===== src/core/ssr_defs.vh =====
// constants of the serial/parallel shift register block
// assumes inclusion by bare name from files under core/
//
// Operation
// - first stage input is data AND enable
// - shift edge captures data while enable high
// - every stage passes value to next stage
// - first stage value reaches last after seven
// - master clear empties the whole chain
// - chain holds eight bits, one per stage
// - own shift clock advances serial-parallel chain
// - storage edge copies chain into output register
// - storage edge captures parallel word into input
// - load low plus storage edge loads directly
// - load low without edge takes input register
// - shift edge moves stages, serial in first
`ifndef SSR_DEFS_VH
`define SSR_DEFS_VH

// ----------------------------------------------------------------
// widths and depths
// ----------------------------------------------------------------
`define SSR_WIDTH        8
`define SSR_FIFO_DEPTH   8
`define SSR_FIFO_AW      3

// ----------------------------------------------------------------
// reset values
// ----------------------------------------------------------------
`define SSR_CHAIN_RST    8'h00
`define SSR_BIT_RST      1'b0

// ----------------------------------------------------------------
// timing
// ----------------------------------------------------------------
`define SSR_CLK_PERIOD_NS   20
`define SSR_MIN_PULSE_NS    40
`define SSR_MIN_PULSE_CYC   ((`SSR_MIN_PULSE_NS + `SSR_CLK_PERIOD_NS - 1) / `SSR_CLK_PERIOD_NS)

`endif


===== src/core/ssr_fifo.v =====
// word fifo with valid/ready on both sides
// assumes one clock and a synchronous active-high reset
`timescale 1ns/1ps

module ssr_fifo #(
    parameter WIDTH = 8,
    parameter DEPTH = 8,
    parameter AW    = 3
) (
    input  wire             ref_clk,
    input  wire             srst,
    input  wire             in_valid,
    output wire             in_ready,
    input  wire [WIDTH-1:0] in_data,
    output wire             out_valid,
    input  wire             out_ready,
    output wire [WIDTH-1:0] out_data
);

    reg  [WIDTH-1:0] mem [0:DEPTH-1];
    reg  [AW-1:0]    wr_ptr_r;
    reg  [AW-1:0]    rd_ptr_r;
    reg  [AW:0]      count_r;
    wire             push;
    wire             pop;

    // honest full and empty from the word count
    assign in_ready  = (count_r != DEPTH[AW:0]);
    assign out_valid = (count_r != {(AW+1){1'b0}});
    assign out_data  = mem[rd_ptr_r];
    assign push      = in_valid & in_ready;
    assign pop       = out_valid & out_ready;

    // storage array, written only on accepted words
    always @(posedge ref_clk) begin
        if (push) begin
            mem[wr_ptr_r] <= in_data;
        end
    end

    // pointers wrap at depth, count tracks occupancy
    always @(posedge ref_clk) begin
        if (srst) begin
            wr_ptr_r <= {AW{1'b0}};
            rd_ptr_r <= {AW{1'b0}};
            count_r  <= {(AW+1){1'b0}};
        end else begin
            if (push) begin
                wr_ptr_r <= (wr_ptr_r == DEPTH[AW-1:0] - 1'b1) ?
                            {AW{1'b0}} : wr_ptr_r + 1'b1;
            end
            if (pop) begin
                rd_ptr_r <= (rd_ptr_r == DEPTH[AW-1:0] - 1'b1) ?
                            {AW{1'b0}} : rd_ptr_r + 1'b1;
            end
            if (push & ~pop) begin
                count_r <= count_r + 1'b1;
            end else if (pop & ~push) begin
                count_r <= count_r - 1'b1;
            end
        end
    end

endmodule // ssr_fifo


===== src/core/ssr_top.v =====
// three shift register functions sharing one system clock:
//   a: gated serial-in chain with master clear
//   b: serial-to-parallel chain with storage register and word fifo
//   c: parallel-to-serial chain with input register and load
// assumes pin inputs other than srst and s2p_word_ready are asynchronous to ref_clk; pin clocks are
// sampled and their rising edges detected, so each pin level must
// stand for at least SSR_MIN_PULSE_CYC system clocks
//
// latency: a pin change acts on the third ref_clk edge after it,
// two edges of synchroniser and one of register update
// after srst the load pin reads low until its synchroniser fills,
// so variant c copies the cleared input register for two cycles
// master_clear acts on variant a only; variants b and c ignore it
`timescale 1ns/1ps
`include "ssr_defs.vh"

module ssr_top #(
    parameter WIDTH      = `SSR_WIDTH,
    parameter FIFO_DEPTH = `SSR_FIFO_DEPTH,
    parameter FIFO_AW    = `SSR_FIFO_AW
) (
    input  wire             ref_clk,
    input  wire             srst,
    // variant a pins
    input  wire             serial_data_in_a,
    input  wire             serial_enable_in,
    input  wire             shift_clock,
    input  wire             master_clear,
    output wire [WIDTH-1:0] stage_out,
    output wire             first_stage_out,
    output wire             last_stage_out,
    // variant b pins
    input  wire             s2p_serial_data_in,
    input  wire             s2p_shift_reg_clock,
    input  wire             s2p_storage_reg_clock,
    output wire [WIDTH-1:0] s2p_stage_out,
    output wire [WIDTH-1:0] s2p_word_out,
    output wire             s2p_word_valid,
    input  wire             s2p_word_ready,
    output wire             s2p_fifo_ready,
    output wire             s2p_overflow,
    // variant c pins
    input  wire             serial_data_in,
    input  wire             shift_reg_clock,
    input  wire             storage_reg_clock,
    input  wire             parallel_load_n,
    input  wire [WIDTH-1:0] p2s_par_in,
    output wire             p2s_serial_out,
    output wire [WIDTH-1:0] p2s_input_word
);

    // ----------------------------------------------------------------
    // pin synchronisers
    // ----------------------------------------------------------------
    // single-bit pins other than srst and s2p_word_ready share one vector; the parallel word has its own
    localparam NPIN = 10;

    wire [NPIN-1:0]  pin_raw;
    reg  [NPIN-1:0]  pin_meta_r;
    reg  [NPIN-1:0]  pin_sync_r;
    reg  [NPIN-1:0]  pin_prev_r;
    reg  [WIDTH-1:0] par_meta_r;
    reg  [WIDTH-1:0] par_sync_r;

    assign pin_raw = {parallel_load_n, storage_reg_clock, shift_reg_clock,
                      serial_data_in, s2p_storage_reg_clock,
                      s2p_shift_reg_clock, s2p_serial_data_in,
                      master_clear, shift_clock,
                      serial_data_in_a & serial_enable_in};

    // two flops per pin; the first is read only by the second
    always @(posedge ref_clk) begin
        if (srst) begin
            pin_meta_r <= {NPIN{1'b0}};
            pin_sync_r <= {NPIN{1'b0}};
            par_meta_r <= `SSR_CHAIN_RST;
            par_sync_r <= `SSR_CHAIN_RST;
        end else begin
            pin_meta_r <= pin_raw;
            pin_sync_r <= pin_meta_r;
            par_meta_r <= p2s_par_in;
            par_sync_r <= par_meta_r;
        end
    end

    // previous synced level, for rising edge detection
    always @(posedge ref_clk) begin
        if (srst) begin
            pin_prev_r <= {NPIN{1'b0}};
        end else begin
            pin_prev_r <= pin_sync_r;
        end
    end

    // ----------------------------------------------------------------
    // decoded pin levels and edges
    // ----------------------------------------------------------------
    wire a_gated_in;
    wire a_shift_rise;
    wire a_clear;
    wire b_data;
    wire b_shift_rise;
    wire b_store_rise;
    wire c_data;
    wire c_shift_rise;
    wire c_store_rise;
    wire c_load_low;

    // rising edges compare the synced level with its previous copy
    assign a_gated_in   = pin_sync_r[0];
    assign a_shift_rise = pin_sync_r[1] & ~pin_prev_r[1];
    assign a_clear      = pin_sync_r[2];
    assign b_data       = pin_sync_r[3];
    assign b_shift_rise = pin_sync_r[4] & ~pin_prev_r[4];
    assign b_store_rise = pin_sync_r[5] & ~pin_prev_r[5];
    assign c_data       = pin_sync_r[6];
    assign c_shift_rise = pin_sync_r[7] & ~pin_prev_r[7];
    assign c_store_rise = pin_sync_r[8] & ~pin_prev_r[8];
    assign c_load_low   = ~pin_sync_r[9];

    // ----------------------------------------------------------------
    // variant a: gated serial-in chain
    // ----------------------------------------------------------------
    // eight stages, bit 0 is the first
    reg  [WIDTH-1:0] a_chain_r;
    wire [WIDTH-1:0] a_chain_nxt;

    // per-stage next value: stage 0 takes the gated input, the rest
    // take their neighbour, all on the same shift edge
    genvar gi;
    generate
        for (gi = 0; gi < WIDTH; gi = gi + 1) begin : g_a_stage
            if (gi == 0) begin : g_first
                assign a_chain_nxt[gi] = a_gated_in;
            end else begin : g_next
                assign a_chain_nxt[gi] = a_chain_r[gi-1];
            end
        end
    endgenerate

    // clear dominates the shift edge
    always @(posedge ref_clk) begin
        if (srst) begin
            a_chain_r <= `SSR_CHAIN_RST;
        end else if (a_clear) begin
            a_chain_r <= `SSR_CHAIN_RST;
        end else if (a_shift_rise) begin
            a_chain_r <= a_chain_nxt;
        end
    end

    // end outputs straight from the chain flops
    assign stage_out       = a_chain_r;
    assign first_stage_out = a_chain_r[0];
    assign last_stage_out  = a_chain_r[WIDTH-1];

    // ----------------------------------------------------------------
    // variant b: serial-to-parallel chain and storage register
    // ----------------------------------------------------------------
    reg  [WIDTH-1:0] b_chain_r;
    reg  [WIDTH-1:0] b_store_r;
    reg              b_push_r;

    // the chain moves only on its own shift clock
    always @(posedge ref_clk) begin
        if (srst) begin
            b_chain_r <= `SSR_CHAIN_RST;
        end else if (b_shift_rise) begin
            b_chain_r <= {b_chain_r[WIDTH-2:0], b_data};
        end
    end

    // the storage edge snapshots the chain as it stands; the chain's
    // own update in the same cycle is not seen, as on the pins
    always @(posedge ref_clk) begin
        if (srst) begin
            b_store_r <= `SSR_CHAIN_RST;
            b_push_r  <= 1'b0;
        end else begin
            b_push_r <= b_store_rise;
            if (b_store_rise) begin
                b_store_r <= b_chain_r;
            end
        end
    end

    // chain contents shown on the pins
    assign s2p_stage_out = b_chain_r;

    // ----------------------------------------------------------------
    // variant b: word fifo behind the storage register
    // ----------------------------------------------------------------
    // words leave the storage register one cycle after the storage
    // edge; a full fifo drops the word and raises the sticky flag
    wire             fifo_in_ready;
    wire             fifo_out_valid;
    wire [WIDTH-1:0] fifo_out_data;
    wire             fifo_pop;
    reg              word_valid_r;
    reg  [WIDTH-1:0] word_data_r;
    reg              fifo_ready_r;
    reg              overflow_r;

    // eight-word buffer between storage register and consumer
    ssr_fifo #(
        .WIDTH (WIDTH),
        .DEPTH (FIFO_DEPTH),
        .AW    (FIFO_AW)
    ) u_fifo (
        .ref_clk   (ref_clk),
        .srst      (srst),
        .in_valid  (b_push_r),
        .in_ready  (fifo_in_ready),
        .in_data   (b_store_r),
        .out_valid (fifo_out_valid),
        .out_ready (fifo_pop),
        .out_data  (fifo_out_data)
    );

    // output stage refills when empty or when its word is taken
    assign fifo_pop = fifo_out_valid & (~word_valid_r | s2p_word_ready);

    always @(posedge ref_clk) begin
        if (srst) begin
            word_valid_r <= 1'b0;
            word_data_r  <= `SSR_CHAIN_RST;
        end else if (fifo_pop) begin
            word_valid_r <= 1'b1;
            word_data_r  <= fifo_out_data;
        end else if (s2p_word_ready) begin
            word_valid_r <= 1'b0;
        end
    end

    // back-pressure to the controller, and a sticky lost-word flag
    // that only reset clears
    always @(posedge ref_clk) begin
        if (srst) begin
            fifo_ready_r <= 1'b0;
            overflow_r   <= 1'b0;
        end else begin
            fifo_ready_r <= fifo_in_ready;
            if (b_push_r & ~fifo_in_ready) begin
                overflow_r <= 1'b1;
            end
        end
    end

    // consumer side outputs, all registered
    assign s2p_word_out   = word_data_r;
    assign s2p_word_valid = word_valid_r;
    assign s2p_fifo_ready = fifo_ready_r;
    assign s2p_overflow   = overflow_r;

    // ----------------------------------------------------------------
    // variant c: input register
    // ----------------------------------------------------------------
    reg  [WIDTH-1:0] c_input_r;

    // storage edge captures the synced parallel pins
    always @(posedge ref_clk) begin
        if (srst) begin
            c_input_r <= `SSR_CHAIN_RST;
        end else if (c_store_rise) begin
            c_input_r <= par_sync_r;
        end
    end

    // held word visible to the controller
    assign p2s_input_word = c_input_r;

    // ----------------------------------------------------------------
    // variant c: loadable shift chain
    // ----------------------------------------------------------------
    // loadable chain; load low beats shift
    reg  [WIDTH-1:0] c_chain_r;
    reg  [WIDTH-1:0] c_chain_nxt;

    // load low overrides shifting; a storage edge during load passes
    // the pin word straight through, otherwise the held word is taken
    always @* begin
        c_chain_nxt = c_chain_r;
        if (c_load_low) begin
            if (c_store_rise) begin
                c_chain_nxt = par_sync_r;
            end else begin
                c_chain_nxt = c_input_r;
            end
        end else if (c_shift_rise) begin
            c_chain_nxt = {c_chain_r[WIDTH-2:0], c_data};
        end
    end

    // chain register takes its next value on every edge
    always @(posedge ref_clk) begin
        if (srst) begin
            c_chain_r <= `SSR_CHAIN_RST;
        end else begin
            c_chain_r <= c_chain_nxt;
        end
    end

    // last stage is the serial output
    assign p2s_serial_out = c_chain_r[WIDTH-1];

endmodule // ssr_top


===== config.mk =====
export PLATFORM = sky130hd
export DESIGN_NAME = ssr_top
export DESIGN_NICKNAME = d
export VERILOG_FILES = /design/src/core/ssr_fifo.v /design/src/core/ssr_top.v
export VERILOG_INCLUDE_DIRS = /design/src /design/src/core
export SDC_FILE = /design/constraint.sdc
export NUM_CORES = 1
export LEC_CHECK = 0
export ABC_AREA = 1
export BUFFER_PORTS_ARGS = -buffer_cell sky130_fd_sc_hd__buf_2
export CAP_MARGIN = 20
export CORE_ASPECT_RATIO = 0.6
export CORE_MARGIN = 3
export CORE_UTILIZATION = 63
export DETAILED_ROUTE_END_ITERATION = 7
export MAX_ROUTING_LAYER = met4
export PLACE_DENSITY = 0.82
export SYNTH_ARGS = -nofsm -noshare
export SYNTH_HDL_FRONTEND = slang
export SYNTH_SLANG_ARGS = --single-unit

===== constraint.sdc =====
create_clock -name ref_clk -period 6.4 [get_ports ref_clk]
set_input_delay 1.92 -clock ref_clk [delete_from_list [all_inputs] [get_ports ref_clk]]
set_output_delay 1.92 -clock ref_clk [all_outputs]
set_load 0.02 [all_outputs]

# After elaboration in Yosys (flattened, before gate mapping)
# Memories as Yosys holds them, arrays and structs flattened. A register that Yosys moved wholly into a read port is not among the register bits.
# Index checks and enable logic that the tools add are counted.
# W data, S select, Z words.
[totals]
regBits = 99
ram_bits = 64
in_bits = 22
out_inout_bits = 38
wordCells = 63
mem_count = 1
[memory_table]
columns = ["name", "depth", "width", "read_ports", "rd_ports_with_merged_regs", "wr", "line_no", "text"]
rows = [
  ["u_fifo.mem", 8, 8, 1, 1, 1, "ssr_fifo.v:20", "reg [WIDTH-1:0] mem [0:DEPTH-1];"],
]
[op_classes]
addsub = 4
eq_ne = 4
n_mux = 11
bitwise_logic = 22
n_reduce_logical = 4
[ops]
columns = ["cell", "n"]
rows = [
  ["$mux W8", 3],
  ["$and A1 B1 Y1", 12],
  ["$not A1 Y1", 9],
  ["$mux W4", 2],
  ["$add A3 B1 Y3 const B", 2],
  ["$eq A3 B3 Y1 const B", 2],
  ["$mux W3", 2],
  ["$add A4 B1 Y4 const B", 1],
  ["$mux W1", 4],
  ["$ne A4 B4 Y1 const B", 1],
  ["$reduce_bool A2 Y1", 2],
  ["$reduce_bool A4 Y1", 1],
  ["$sub A4 B1 Y4 const B", 1],
  ["$ne A2 B1 Y1 const B", 1],
  ["$reduce_or A2 Y1", 1],
  ["$or A1 B1 Y1", 1],
]

# Longest topological paths before layout
[depth]
ltp_word = 7
ltp_mapped = 14
depth_no_buf = 14

# By module
# From an unflattened synthesis, not the netlist that was laid out.
[hier_totals]
cells_unflattened = 699
area_unflattened_um2 = 6520.0
[by_module_without_submodules]
columns = ["module", "instances", "cells_per_inst", "area_per_inst_um2", "seq_area_each_um2"]
rows = [
  ["ssr_fifo", 1, 309, 3318.2, 2182.1],
  ["ssr_top", 1, 390, 3201.8, 1861.8],
]

# Worst setup path after synthesis
# No wires, ideal clock.
[synth_timing]
path_type = "input-to-reg"
startpoint = "input port s2p_word_ready"
endpoint = "register u_fifo.count_r[3]"
setup_time_ns = 0.070
t_arrival_ns = 3.352
t_required_ns = 6.330
setup_slack_ns = 2.978
cell_stages = 11
path_buffers = 1
path_cell_list = "o21ai_4 -> buf_6 -> ha_1 -> inv_1 -> ha_1 -> or2_2 -> nand2_1 -> nand3_1 -> nand2_1 -> nand2_1 -> a21oi_1"
[synth_via]
elab_chain_cells = 6
word_cells_on_any_way = 8
cone_classes = "mux: 1; bitwise: 6; reduce/logical: 1"
[synth_rtl]
columns = ["element", "line_no", "text"]
rows = [
  ["from (decl)", "ssr_top.v:39", "input wire s2p_word_ready,"],
  ["$or A1 B1 Y1 *", "ssr_top.v:221", "assign fifo_pop = fifo_out_valid & (~word_valid_r | s2p_word_ready);"],
  ["$and A1 B1 Y1 *", "ssr_top.v:221", ""],
  ["$and A1 B1 Y1 *", "ssr_fifo.v:32", "assign pop = out_valid & out_ready;"],
  ["$not A1 Y1", "ssr_fifo.v:56", "if (push & ~pop) begin"],
  ["$and A1 B1 Y1", "ssr_fifo.v:56", ""],
  ["$mux W4 / $reduce_bool A2 Y1 (equally long branches)", "-", ""],
  ["to (signal assigned)", "ssr_fifo.v:46", "count_r <= {(AW+1){1'b0}};"],
  ["to (signal assigned)", "ssr_fifo.v:57", "count_r <= count_r + 1'b1;"],
  ["to (signal assigned)", "ssr_fifo.v:59", "count_r <= count_r - 1'b1;"],
  ["to (decl)", "ssr_fifo.v:23", "reg [AW:0] count_r;"],
]
# Mark *: on every way between the ends. The rest lies on a longest branch, timed or not.
# A chain may end at the register's enable or synchronous reset.

# Final worst setup path
# Ends and elaborated chain as after synthesis.

==> reports/qor.txt <==
TritonCTS Buffers - 17
Leading cell type by number of instances after synthesis - nand2_1
Worst hold slack - 0.4026 ns
Core Rows - 27
Clock skew - 0.006715 ns
Worst min-delay path category - register to register
Wire length per cell - 14.97 um
Crit end category - register
Pleak - 0.003351 uW
Area grow syn2layout - 14.50%
Synth unique cells - 33
Biggest register - u_fifo.mem
EDFF count, synth - 64
GRT Overall Usage - 25.11%
Via count - 4755
Top FF cell, synth - dfxtp_1
Crit path largest cell delay - 0.34 ns
Most frequent cells after synthesis - nand2_1 (123), inv_1 (118), nor2_1 (105), dfxtp_1 (103), edfxtp_1 (64)
Switching power - 914.0 uW
Net Sw Frac - 31.90%
CTS tree - done
RSZ-0062 raised after global routing - false
Core Box Area - 9527 um2
DR WL met2 - 6082 um
Sequential-to-total area share from yosys stat - 62.31%
# H-tree levels - 4
# DRC - 0
Clock Power Share - 35.0%
Die footprint - 11430 um2
Data arrival, critical path - 3.74 ns
Ant diodes - 0
Yosys top cell by area - dfxtp_1
Max-cap violations - 0
Initial antenna violation count - 0
Int Power - 1951 uW
CP max-delay cell - o21ai_4
Crit path required time - 6.75 ns
Post-CTS Hold Buffers - 0
Final instance area - 7321 um2
Grt ovf - 0
Met3 routed WL - 1165 um
IO Port Bufs - 59
Clock transition at path regs - 0.06 ns
Net Count, Synth - 728
FMAX - 295.6 MHz
Clock Tree Buf Depth - 2
Slew margin rel. - 44.63%
HPWL Detailed - 8716 um
DR vias/cell - 5.313
Seq pwr share - 43.7%
Largest net degree at the start of global routing - 57
RePlAce Congestion - 0.8421
Syn Area/Cell - 9.160 um2
Max Slew Vio Count - 0
Post-Syn Area - 6394 um2
Final hold violations - 0
Status - complete, no violations
I/O Pins - 60
Async SR Flop Fraction - 0%
Final setup fails - 0
CTS root buffer - clkbuf_16
#FFs+latches synth - 167
Synth top area share - 32.25%
Worst VDD drop - 0.2143 mV
First-pass GRT wire length - 21560 um
Total Wirelength - 13400 um
Period Utilization, post-route - 52.86%
Cells after Synth - 698
Layout cells sized above 1 - 14.38%
Drt pass-1 iters - 5
Vias in the first global route - 4456
Critical path class - input pin to register
Gate power share - 21.3%
Total power divided by cell area - 391.4 nW/um2
Resized cells post-CTS - 0
Max reg flops - 64
Die span in y - 84.04 um
Slew @ Worst Pin - 0.8275 ns
Top sig layer - met4
Worst path cell trace - buf_2 -> o21ai_4 -> ha_1 -> inv_1 -> ha_1 -> or2_2 -> nand2_1 -> nand3_1 -> nand2_1 -> nand2_1 -> a21oi_1
Most frequent CP cell - nand2_1
Synth warn - 0
DR iter-0 viols - 449
Largest regs - u_fifo.mem x64, pin_meta_r x10, pin_sync_r x10
Clk_lat worst skew - 0.42 ns
Dpl cell area - 6701 um2
Crit path launch type - input pin
CP max FO - 16
Metal-1 WL - 5936 um
Post-route ant nets - 0
Synth top area cells - dfxtp_1 (32%), edfxtp_1 (30%), nand2_1 (7.2%), inv_1 (6.9%), nor2_1 (6.2%)
Final setup TNS - 0 ns
Die Wd - 136.1 um
Post-CTS Setup Inserts - 0
Min cycle time layout - 3.383 ns
Initial Util - 67.11%
CTS sink cnt - 167
Final #Nets - 782
[logic make-up (layout without fill, tap and decap cells)]
family                   after synthesis  count (layout)  synth area share [%]
flip-flops                           167             167                 62.31
AO/OA/AOI/OAI                         74              74                 6.771
adder cells (fa/ha/maj)                8               8                 1.683
XOR/XNOR                               1               1                0.1370
AND/OR/NAND/NOR                      297             297                 19.24
buffers and inverters                151             218                 9.863
[through the flow]
stage | instances | total power (uW) | worst slack (ns) | util, %
2_1_floorplan | 698 | 1706 | 2.978 | -
3_3_place_gp | 862 | 1819 | 2.737 | 70.34
3_5_place_dp | 862 | 1859 | 2.603 | 70.34
4_1_cts | 894 | 2849 | 3.039 | 76.56
5_1_grt | 895 | 2992 | 2.877 | 76.85
6_report | 895 | 2865 | 3.017 | 76.85
[power groups by stage]
stage	sequential, uW	clock (uW)	combinational [uW]
final	1250	1000	609
after floorplan	1280	0	428
after global placement	1270	0	553
after detailed placement	1270	0	588
after global routing	1260	1060	672
after CTS	1250	1010	595
[worst paths after layout]
kind                             startpoint  slack (ns)  cells after the start                             end
max                          s2p_word_ready        3.02                     11  u_fifo.count_r[3]$_SDFFE_PP0P_
min                pin_meta_r[7]$_SDFF_PP0_        0.40                      2        pin_sync_r[7]$_SDFF_PP0_
max reg2reg  u_fifo.count_r[0]$_SDFFE_PP0P_        4.00                     13  u_fifo.count_r[3]$_SDFFE_PP0P_
min reg2reg        pin_meta_r[7]$_SDFF_PP0_        0.40                      2        pin_sync_r[7]$_SDFF_PP0_
[layout make-up]
class | count | area [um2]
sequential | 167 | 3984
multi-input combinational | 380 | 1779
timing repair buffer | 62 | 337.8
fill | 610 | 2206
clock buffer | 20 | 478.0
inverter | 124 | 465.4
tap | 130 | 162.7
clock inverter | 12 | 113.9
[layout by cell type (no fill, tap or decap), drive strengths merged]
cell type  synthesis  layout
a211oi             2       2
a21oi             23      23
a31oi              1       1
and2               8       8
and3               1       1
buf               23      62
bufinv             0       1
clkbuf             4      20
clkinv             2       8
dfxtp            103     103
edfxtp            64      64
fa                 1       1
ha                 7       7
inv              122     127
nand2            123     123
nand3             54      54
nand4              1       1
nor2             108     108
o21ai             42      42
o221ai             6       6
or2                2       2
xor2               1       1
[per-layer routing]
| layer | vias up | global-route usage [%] |
|---|---|---|
| li1 | 2295 | - |
| met1 | 2212 | 34.48 |
| met4 | 0 | 8.600 |
| met2 | 220 | 35.70 |
| met3 | 28 | 7.651 |
| met5 | - | - |
[critical path, delay by kind of cell]
kind | cells | cell delay, ns
AO/OA/AOI/OAI | 2 | 0.45
adder cells (fa/ha/maj) | 2 | 0.56
buffers and inverters | 2 | 0.22
AND/OR/NAND/NOR | 5 | 0.58
No activity file was read; power rests on OpenSTA's default activity.
